==> config.mk <==
export PLATFORM = sky130hd
export DESIGN_NAME = quad_port_fault_manager
export DESIGN_NICKNAME = d
export VERILOG_FILES = /design/src/hw/fault_pkg.sv /design/src/hw/port_channel.sv /design/src/hw/quad_port_fault_manager.sv
export SDC_FILE = /design/constraint.sdc
export NUM_CORES = 1
export LEC_CHECK = 0
export ABC_CLOCK_PERIOD_IN_PS = 5900
export BUFFER_PORTS_ARGS = -buffer_cell sky130_fd_sc_hd__buf_4
export CAP_MARGIN = 20
export CORE_ASPECT_RATIO = 1.75
export CORE_MARGIN = 2
export CORE_UTILIZATION = 40
export DETAILED_ROUTE_END_ITERATION = 16
export HOLD_SLACK_MARGIN = 0.1
export PLACE_DENSITY_LB_ADDON = 0.1
export SETUP_SLACK_MARGIN = 0.02
export SLEW_MARGIN = 20
export SYNTH_ARGS = -nofsm -noshare
export SYNTH_HDL_FRONTEND = slang
export SYNTH_SLANG_ARGS = --single-unit
==> constraint.sdc <==
create_clock -name sys_clk_i -period 5.9 [get_ports sys_clk_i]
set_input_delay 0.295 -clock sys_clk_i [delete_from_list [all_inputs] [get_ports sys_clk_i]]
set_output_delay 0.295 -clock sys_clk_i [all_outputs]
set_load 0.05 [all_outputs]
==> src/hw/fault_pkg.sv <==
// Notes on behaviour
// [RULE_01] supply lockout: fault low, switches and relays off
// [RULE_02] power good needs low drop, no limit, no open
// [RULE_03] low current past 25.6 ms turns switch off
// [RULE_04] open turn-off drives fault low, sets flag
// [RULE_05] request low clears open latch, fault, flag
// [RULE_06] select high: status high when fully on
// [RULE_07] select high: status low in limit or drop
// [RULE_08] select low: status shows open latch if enabled
// [RULE_09] select low: status low when current good
// [RULE_10] limit beyond timeout latches switch off
// [RULE_11] overcurrent latch drops power good, asserts fault
// [RULE_12] retry: off for off-time, then back on
// [RULE_13] no retry: stay off, fault until cleared
// [RULE_14] request low clears overcurrent latch and fault
// [RULE_15] timeout is 6.4 ms times 1 to 20
// [RULE_16] duty select gives 99, 49, 24 timeouts off
// [RULE_17] open detector armed 900 ms after power good
// [RULE_18] retry enable input picks retry or latch
// [RULE_19] select picks power good or open status
// [RULE_20] all counters per port on one shared tick
package fault_pkg;
    localparam int CLK_PERIOD_NS = 50;
    localparam int TICK_US = 100;
    localparam int TICK_CYCLES = TICK_US * 1000 / CLK_PERIOD_NS;
    localparam int OPEN_DELAY_US = 25_600;
    localparam int ARM_DELAY_US = 900_000;
    localparam int TIMEOUT_UNIT_US = 6_400;
    localparam int CNT_W = 17;
    localparam logic [CNT_W-1:0] OPEN_TICKS = CNT_W'(OPEN_DELAY_US / TICK_US);
    localparam logic [CNT_W-1:0] ARM_TICKS = CNT_W'(ARM_DELAY_US / TICK_US);
    localparam logic [CNT_W-1:0] UNIT_TICKS = CNT_W'(TIMEOUT_UNIT_US / TICK_US);
    localparam logic [4:0] MULT_MIN = 5'h01;
    localparam logic [4:0] MULT_MAX = 5'h14;
    localparam logic [1:0] DUTY_ZERO = 2'h0;
    localparam logic [1:0] DUTY_ONE = 2'h1;
    localparam logic [1:0] DUTY_OPEN = 2'h2;
    localparam logic [CNT_W-1:0] OFF_MULT_ZERO = 17'h0_0063;
    localparam logic [CNT_W-1:0] OFF_MULT_ONE = 17'h0_0031;
    localparam logic [CNT_W-1:0] OFF_MULT_OPEN = 17'h0_0018;
    // register map, byte addresses
    localparam logic [3:0] CTRL_ADDR = 4'h0;
    localparam logic [3:0] STATUS_ADDR = 4'h4;
    localparam int CTRL_EN_BIT = 0;
    localparam int CTRL_RETRY_BIT = 1;
    localparam int CTRL_SEL_BIT = 2;
    localparam int CTRL_DUTY_LSB = 3;
    localparam int CTRL_MULT_LSB = 8;

    typedef enum logic [2:0] {CH_OFF, CH_ON, CH_RETRY, CH_LATCH, CH_COOL, CH_OPEN} chan_st_t;

    typedef struct packed {
        logic open_detect_enable;
        logic retry_enable;
        logic status_source_select;
        logic [1:0] duty_select;
        logic [4:0] timeout_mult;
    } ctrl_t;

    localparam ctrl_t CTRL_RESET = '{1'b0, 1'b0, 1'b1, DUTY_ZERO, MULT_MIN};

    typedef struct packed {
        logic request;
        logic relay_on;
        logic overcurrent;
        logic undercurrent;
        logic drop_high;
    } port_in_t;

    typedef struct packed {
        logic switch_on;
        logic power_good_status;
        logic port_open_flag;
        logic oc_latch;
    } port_out_t;
endpackage

==> src/hw/port_channel.sv <==
`timescale 1ns/1ps
module port_channel (
    input wire logic sys_clk_i,
    input wire logic reset_n_i,
    input wire logic tick_i,
    input wire logic lock_i,
    input wire fault_pkg::ctrl_t ctrl_i,
    input wire logic [fault_pkg::CNT_W-1:0] timeout_ticks_i,
    input wire logic [fault_pkg::CNT_W-1:0] off_ticks_i,
    input wire fault_pkg::port_in_t pin_i,
    output fault_pkg::port_out_t pout_o
);
    typedef struct packed {
        fault_pkg::chan_st_t st;
        logic [fault_pkg::CNT_W-1:0] oc_cnt;
        logic [fault_pkg::CNT_W-1:0] low_cnt;
        logic [fault_pkg::CNT_W-1:0] arm_cnt;
        logic [fault_pkg::CNT_W-1:0] off_cnt;
        logic armed;
        logic oc_latch;
        logic open_flag;
    } chan_state_t;

    chan_state_t r, nxt;
    logic good_cond;
    logic off_done;

    always_comb begin
        nxt = r;
        good_cond = (r.st == fault_pkg::CH_ON) && !lock_i && !pin_i.drop_high
            && !pin_i.overcurrent;
        off_done = (r.off_cnt >= off_ticks_i);
        if (tick_i && !off_done && r.st inside {fault_pkg::CH_RETRY, fault_pkg::CH_LATCH,
            fault_pkg::CH_COOL}) begin
            nxt.off_cnt = r.off_cnt + 1'b1;
        end
        if (lock_i) begin
            nxt = '0; // [RULE_01]
            nxt.st = fault_pkg::CH_OFF;
        end else begin
            unique case (r.st)
                fault_pkg::CH_OFF: begin
                    if (pin_i.request && pin_i.relay_on) begin
                        nxt.st = fault_pkg::CH_ON;
                        nxt.oc_cnt = '0;
                        nxt.low_cnt = '0;
                        nxt.arm_cnt = '0;
                        nxt.armed = 1'b0;
                    end
                end
                fault_pkg::CH_ON: begin
                    if (!pin_i.request || !pin_i.relay_on) begin
                        nxt.st = fault_pkg::CH_OFF;
                    end else if (pin_i.overcurrent) begin
                        if (tick_i) begin
                            nxt.oc_cnt = r.oc_cnt + 1'b1; // [RULE_20]
                        end
                        if (r.oc_cnt >= timeout_ticks_i) begin
                            nxt.oc_latch = 1'b1; // [RULE_10]
                            nxt.off_cnt = '0;
                            nxt.st = ctrl_i.retry_enable ? fault_pkg::CH_RETRY
                                : fault_pkg::CH_LATCH; // [RULE_18]
                        end
                    end else begin
                        nxt.oc_cnt = '0;
                        if (!good_cond) begin
                            nxt.arm_cnt = '0;
                        end else if (!r.armed && tick_i) begin
                            nxt.arm_cnt = r.arm_cnt + 1'b1;
                        end
                        if (good_cond && r.arm_cnt >= fault_pkg::ARM_TICKS) begin
                            nxt.armed = 1'b1; // [RULE_17]
                        end
                        if (r.armed && ctrl_i.open_detect_enable && pin_i.undercurrent) begin
                            if (tick_i) begin
                                nxt.low_cnt = r.low_cnt + 1'b1;
                            end
                            if (r.low_cnt >= fault_pkg::OPEN_TICKS) begin
                                nxt.st = fault_pkg::CH_OPEN; // [RULE_03]
                                nxt.open_flag = 1'b1; // [RULE_04]
                            end
                        end else begin
                            nxt.low_cnt = '0;
                        end
                    end
                end
                fault_pkg::CH_RETRY: begin
                    if (!pin_i.request) begin
                        nxt.oc_latch = 1'b0; // [RULE_14]
                    end
                    if (off_done) begin
                        nxt.oc_latch = 1'b0; // [RULE_12]
                        nxt.oc_cnt = '0;
                        nxt.low_cnt = '0;
                        nxt.arm_cnt = '0;
                        nxt.armed = 1'b0;
                        nxt.st = (pin_i.request && pin_i.relay_on) ? fault_pkg::CH_ON
                            : fault_pkg::CH_OFF;
                    end
                end
                fault_pkg::CH_LATCH: begin
                    if (!pin_i.request) begin
                        nxt.oc_latch = 1'b0; // [RULE_13] [RULE_14]
                        nxt.st = fault_pkg::CH_COOL;
                    end
                end
                fault_pkg::CH_COOL: begin
                    if (off_done) begin
                        nxt.st = fault_pkg::CH_OFF;
                    end
                end
                fault_pkg::CH_OPEN: begin
                    if (!pin_i.request) begin
                        nxt.open_flag = 1'b0; // [RULE_05]
                        nxt.st = fault_pkg::CH_OFF;
                    end
                end
            endcase
        end
    end

    always_ff @(posedge sys_clk_i) begin
        if (!reset_n_i) begin
            r <= '0;
        end else begin
            r <= nxt;
        end
    end

    assign pout_o.switch_on = (r.st == fault_pkg::CH_ON) && !lock_i;
    assign pout_o.power_good_status = good_cond && !r.open_flag; // [RULE_02] [RULE_11]
    assign pout_o.port_open_flag = r.open_flag;
    assign pout_o.oc_latch = r.oc_latch;
endmodule

==> src/hw/quad_port_fault_manager.sv <==
// The Avalon-MM register port and the register offsets were left to the implementer.
`timescale 1ns/1ps
module quad_port_fault_manager #(
    parameter int TICK_CYCLES = fault_pkg::TICK_CYCLES
) (
    input wire logic sys_clk_i,
    input wire logic reset_n_i,
    input wire logic [3:0] avs_address_i,
    input wire logic avs_read_i,
    input wire logic avs_write_i,
    input wire logic [31:0] avs_writedata_i,
    input wire logic [3:0] avs_byteenable_i,
    output logic [31:0] avs_readdata_o,
    output logic avs_waitrequest_o,
    input wire logic supply_low_lockout_i,
    input wire logic [3:0] switch_request_i,
    input wire logic [3:0] relay_request_i,
    input wire logic [3:0] current_limit_i,
    input wire logic [3:0] low_current_i,
    input wire logic [3:0] drop_high_i,
    output logic fault_n_o,
    output logic [3:0] status_o,
    output logic [3:0] switch_on_o,
    output logic [3:0] relay_on_o
);
    localparam int PIN_W = 21;

    typedef struct packed {
        logic [PIN_W-1:0] pin_s1;
        logic [PIN_W-1:0] pin_s2;
        fault_pkg::ctrl_t ctrl;
        logic [15:0] tick_cnt;
        logic tick;
        logic waitreq;
        logic [31:0] rdata;
        logic fault_n;
        logic [3:0] status;
        logic [3:0] switch_on;
        logic [3:0] relay_on;
    } top_state_t;

    top_state_t r, nxt;
    fault_pkg::port_in_t [3:0] pin_w;
    fault_pkg::port_out_t [3:0] pout_w;
    logic lock;
    logic [3:0] req_s, relay_s, oc_s, under_s, drop_s;
    logic [3:0] pg_w, open_w, ocl_w, sw_w;
    logic [fault_pkg::CNT_W-1:0] timeout_ticks;
    logic [fault_pkg::CNT_W-1:0] off_ticks;
    logic [fault_pkg::CNT_W-1:0] off_mult;
    logic [4:0] wr_mult;
    logic [31:0] ctrl_word;
    logic [31:0] status_word;

    assign {lock, drop_s, under_s, oc_s, relay_s, req_s} = r.pin_s2;

    always_comb begin
        unique case (r.ctrl.duty_select)
            fault_pkg::DUTY_ZERO: off_mult = fault_pkg::OFF_MULT_ZERO; // [RULE_16]
            fault_pkg::DUTY_ONE: off_mult = fault_pkg::OFF_MULT_ONE;
            default: off_mult = fault_pkg::OFF_MULT_OPEN;
        endcase
    end

    assign timeout_ticks = fault_pkg::CNT_W'(r.ctrl.timeout_mult) * fault_pkg::UNIT_TICKS;
    assign off_ticks = fault_pkg::CNT_W'(timeout_ticks * off_mult);

    genvar g;
    generate
        for (g = 0; g < 4; g++) begin : g_port
            assign pin_w[g] = '{req_s[g], relay_s[g], oc_s[g], under_s[g], drop_s[g]};
            port_channel u_chan (
                .sys_clk_i(sys_clk_i),
                .reset_n_i(reset_n_i),
                .tick_i(r.tick),
                .lock_i(lock),
                .ctrl_i(r.ctrl),
                .timeout_ticks_i(timeout_ticks),
                .off_ticks_i(off_ticks),
                .pin_i(pin_w[g]),
                .pout_o(pout_w[g])
            ); // [RULE_20]
            assign pg_w[g] = pout_w[g].power_good_status;
            assign open_w[g] = pout_w[g].port_open_flag;
            assign ocl_w[g] = pout_w[g].oc_latch;
            assign sw_w[g] = pout_w[g].switch_on;
        end
    endgenerate

    assign ctrl_word = {19'h0_0000, r.ctrl.timeout_mult, 3'h0, r.ctrl.duty_select,
        r.ctrl.status_source_select, r.ctrl.retry_enable, r.ctrl.open_detect_enable};
    assign status_word = {14'h0000, ~r.fault_n, lock, sw_w, ocl_w, open_w, pg_w};

    always_comb begin
        nxt = r;
        nxt.pin_s1 = {supply_low_lockout_i, drop_high_i, low_current_i, current_limit_i,
            relay_request_i, switch_request_i};
        nxt.pin_s2 = r.pin_s1;
        nxt.tick = 1'b0;
        if (r.tick_cnt >= 16'(TICK_CYCLES - 1)) begin
            nxt.tick_cnt = '0;
            nxt.tick = 1'b1;
        end else begin
            nxt.tick_cnt = r.tick_cnt + 1'b1;
        end
        wr_mult = avs_writedata_i[fault_pkg::CTRL_MULT_LSB +: 5];
        nxt.waitreq = !((avs_read_i || avs_write_i) && r.waitreq);
        if (avs_read_i && r.waitreq) begin
            unique case (avs_address_i)
                fault_pkg::CTRL_ADDR: nxt.rdata = ctrl_word;
                fault_pkg::STATUS_ADDR: nxt.rdata = status_word;
                default: nxt.rdata = '0;
            endcase
        end
        if (avs_write_i && !r.waitreq && avs_address_i == fault_pkg::CTRL_ADDR) begin
            if (avs_byteenable_i[0]) begin
                nxt.ctrl.open_detect_enable = avs_writedata_i[fault_pkg::CTRL_EN_BIT];
                nxt.ctrl.retry_enable = avs_writedata_i[fault_pkg::CTRL_RETRY_BIT];
                nxt.ctrl.status_source_select = avs_writedata_i[fault_pkg::CTRL_SEL_BIT];
                nxt.ctrl.duty_select = avs_writedata_i[fault_pkg::CTRL_DUTY_LSB +: 2];
            end
            if (avs_byteenable_i[1]) begin
                if (wr_mult < fault_pkg::MULT_MIN) begin
                    nxt.ctrl.timeout_mult = fault_pkg::MULT_MIN; // [RULE_15]
                end else if (wr_mult > fault_pkg::MULT_MAX) begin
                    nxt.ctrl.timeout_mult = fault_pkg::MULT_MAX;
                end else begin
                    nxt.ctrl.timeout_mult = wr_mult;
                end
            end
        end
        nxt.fault_n = !(lock || (|ocl_w) || (|open_w)); // [RULE_01] [RULE_04] [RULE_11]
        if (r.ctrl.status_source_select) begin
            nxt.status = pg_w; // [RULE_06] [RULE_07] [RULE_19]
        end else begin
            nxt.status = open_w & {4{r.ctrl.open_detect_enable}}; // [RULE_08] [RULE_09]
        end
        nxt.switch_on = sw_w;
        nxt.relay_on = relay_s & {4{!lock}}; // [RULE_01]
    end

    always_ff @(posedge sys_clk_i) begin
        if (!reset_n_i) begin
            r <= '0;
            r.ctrl <= fault_pkg::CTRL_RESET;
            r.waitreq <= 1'b1;
            r.fault_n <= 1'b1;
        end else begin
            r <= nxt;
        end
    end

    assign avs_readdata_o = r.rdata;
    assign avs_waitrequest_o = r.waitreq;
    assign fault_n_o = r.fault_n;
    assign status_o = r.status;
    assign switch_on_o = r.switch_on;
    assign relay_on_o = r.relay_on;
endmodule

==> summary.txt <==
Worst setup path
  • Critical Path Max Stage Delay: 0.50 ns
  • Crit-path max FO: 17
  • CP startpoint kind: flip-flop
  • CP max stage cell: fa_1
  • Worst Path Arrival: 5.91 ns
  • CP endpoint kind: flip-flop
  • Worst Path Buf+Inv: 5
  • Critical Path Most Common Cell: ha_1
  • Crit-path cells: buf_4 -> nand2b_1 -> nor2_2 -> ha_1 -> inv_1 -> fa_1 -> inv_1 -> ha_1 -> ha_1 -> a21o_1 -> a21oi_1 -> xor2_1 -> buf_4 -> ha_1 -> a2111oi_2 -> o21ai_1 -> a211oi_1 -> o32ai_2 -> a22oi_4 -> a21oi_2 -> buf_12 -> nor4b_2 -> xnor2_1 -> nor2_1
  • Required time of the critical path: 6.33 ns
  • Largest delay share family, worst path: compound AO/OA/AOI/OAI gates
  • WS Path Type: reg2reg

Floorplanning
  • Row count: 113
  • IO Count: 111
  • Die area: 56400 um2
  • Die width: 180 um
  • Total core area: 54000 um2
  • Vert. Die Dim: 313 um
  • Initial cell density of the core: 40.3%

Power and ir drop
  • Peak supply drop: 0.189 mV
  • Power density cells: 235 nW/um2
  • Leakage: 9.12 nW

CTS
  • Clock-pin slew on the worst setup and hold paths: 0.07 ns
  • Worst-Skew Late Latency: 0.56 ns
  • Htree depth: 2
  • CTS tree: done
  • Clock sink count: 397
  • Max Buffers Root-to-Sink: 3
  • Clock buffer count from CTS: 42
  • Root buf cell: clkbuf_16

Detailed routing
  • # DRC: 0
  • Drt total wl: 60700 um
  • DR iter-0 viols: 1146
  • Vias per Instance: 5.54
  • DR pass1 iterations: 5
  • Post-DRT Antenna Nets: 0
  • Routed via count: 19592
  • DR WL/cell: 17.2 um

Cells and area
  • Finished Layout Cells: 3534
  • Area delta synth->final: 13.9%
  • Post-layout nets: 2991
  • Util after Layout: 45.9%
  • Fraction of layout cells with a size suffix above 1: 9.46%
  • ANT cells: 0

Synth
  • Commonest cells in the synthesized netlist: dfxtp_1, nor2_1, nand2_1
  • Share of async-settable or async-resettable flops after synthesis: 0%
  • Yosys warnings: 0
  • Syn Inst Count: 2745
  • Number of distinct library cells after synthesis: 90
  • Sequential fraction of the synthesis area: 36.5%
  • EDFF count, synth: 0
  • Synth Register Bits: 397
  • Post-Syn Area: 21800 um2
  • Synth Flop Type: dfxtp_1
  • Top-count cell post-synth: dfxtp_1
  • Area contributors post-synth: dfxtp_1, nor2_1, ha_1
  • Post-synth top area share: 36.5%
  • Yosys top cell by area: dfxtp_1
  • Syn_area_per_cell: 7.94 um2

STA
  • Slew margin rel.: 31.3%
  • Minimum clock period: 5.48 ns
  • Final period util: 92.9%
  • Tightest Pin Transition: 1.02 ns
  • Max Slew Vio Count: 0
  • # setup viols final: 0
  • Final TNS setup: 0 ns
  • Worst Clk Skew: 0.0184 ns
  • Fmax: 182 MHz
  • RSZ-0062 raised after global routing: no
  • Final Hold Vio Count: 0

Global routing
  • First-pass GRT wire length: 98300 um
  • Gr ovfl total: 0
  • GRT Total Usage: 21.0%
  • Antenna violations before repair: 2
  • Largest net degree at the start of global routing: 76
  • Vias in the first global route: 18955

Placement
  • IO Port Bufs: 72
  • Placed insts: 3426
  • Gpl congestion: 0.850
  • Post-detail-place hpwl: 44000 um

Outcome
  • Status: finished, final reports clean

Min path
  • Hold Path Class: in2reg

Job
  • Max Cap Viol: 0
[through the flow]
step                worst slack (ns)  hold WS [ns]  area [um2]  power (mW)
finish                         0.420         0.129       24800        5.83
global route                  0.0467         0.164       24800        6.02
CTS                            0.130         0.105       24800        5.90
detailed placement             0.192         0.422       23000        3.02
global placement               0.225         0.414       23000        3.01
floorplan                      0.702         0.411       21800        2.93
[state kept, by name (all words and copies together), names as in the netlist]
name and cells:
avs_readdata_o 18, avs_waitrequest_o 1, ctrl_word 10, drop_s 4, fault_n_o 1, g_port.u_chan.pout_o 8
g_port.u_chan.r 288, lock 1, nxt 21, oc_s 4, pin_w 12, r 17
relay_on_o 4, status_o 4, switch_on_o 4
[worst register-to-register path, stage by stage (launching register included)]
cell       delay (ns)
dfxtp_2          0.38
buf_4            0.18
nand2b_1         0.20
nor2_2           0.13
ha_1             0.16
inv_1            0.05
fa_1             0.50
inv_1            0.05
ha_1             0.26
ha_1             0.35
a21o_1           0.24
a21oi_1          0.18
xor2_1           0.16
buf_4            0.17
ha_1             0.27
a2111oi_2        0.37
o21ai_1          0.15
a211oi_1         0.30
o32ai_2          0.16
a22oi_4          0.24
a21oi_2          0.15
buf_12           0.18
nor4b_2          0.35
xnor2_1          0.17
nor2_1           0.05
[timing repair]
| item | 4_1_cts | 5_1_grt |
|---|---|---|
| endpoints found under the setup margin | 0 | 175 |
| buffers inserted | 0 | 1 |
| gates resized for setup | 0 | 13 |
| hold buffers | 31 | 0 |
| endpoints found under the hold margin | 30 | 0 |
[area by class of cell]
cell class	count	area, um2
clock buffers	57	1170
clock inverters	19	279
fillers	5358	29200
inverters	112	420
multi-input cells	2096	12800
flip-flops and latches	397	7950
well taps	690	863
repair buffers	163	1350
[worst paths after layout]
kind                                                start                                to  slack (ns)  depth (start not counted)
worst max-delay path            ctrl_word[4]$_SDFFE_PN0P_  g_port[2].u_chan.r[7]$_SDFF_PP0_        0.42                         24
worst min-delay path                  avs_writedata_i[10]        ctrl_word[10]$_SDFFE_PN0P_        0.13                          3
worst max register to register  ctrl_word[4]$_SDFFE_PN0P_  g_port[2].u_chan.r[7]$_SDFF_PP0_        0.42                         24
worst min register to register         nxt[88]$_SDFF_PN0_              pin_w[16]$_SDFF_PN0_        0.43                          1
[cell usage in the layout (no fill, tap or decap), drive strengths merged, types with 57 or more instances in the layout]
| cell | netlist | layout |
|---|---|---|
| a21oi | 150 | 150 |
| inv | 112 | 113 |
| nor3 | 78 | 78 |
| nor2 | 359 | 359 |
| o21ai | 201 | 201 |
| a31oi | 70 | 70 |
| nand3 | 110 | 110 |
| and2 | 73 | 73 |
| dfxtp | 397 | 397 |
| ha | 105 | 105 |
| clkbuf | 95 | 57 |
| xnor2 | 91 | 91 |
| buf | 63 | 131 |
| and3 | 76 | 76 |
| nand2 | 248 | 248 |
[metal layers]
| metal | wire (um) | track usage [%] |
|---|---|---|
| met5 | 0 | 0 |
| met1 | 25400 | 24.6 |
| met3 | 2010 | 2.20 |
| met4 | 1970 | 7.57 |
| met2 | 31300 | 39.1 |
[power breakdown]
group	switching (mW)	internal (mW)
clock network	1.16	1.70
registers	0.0192	2.70
logic	0.167	0.0816
[cells by family after synthesis]
| logic type | share of synthesized area, % |
|---|---|
| compound gates | 16.9 |
| flops | 36.5 |
| buf+inv | 5.59 |
| fa+ha+maj | 6.90 |
| other cells | 0.0172 |
| xor+xnor | 4.78 |
| mux | 0.758 |
| simple gates | 28.5 |
No activity file was read; power rests on OpenSTA's default activity.
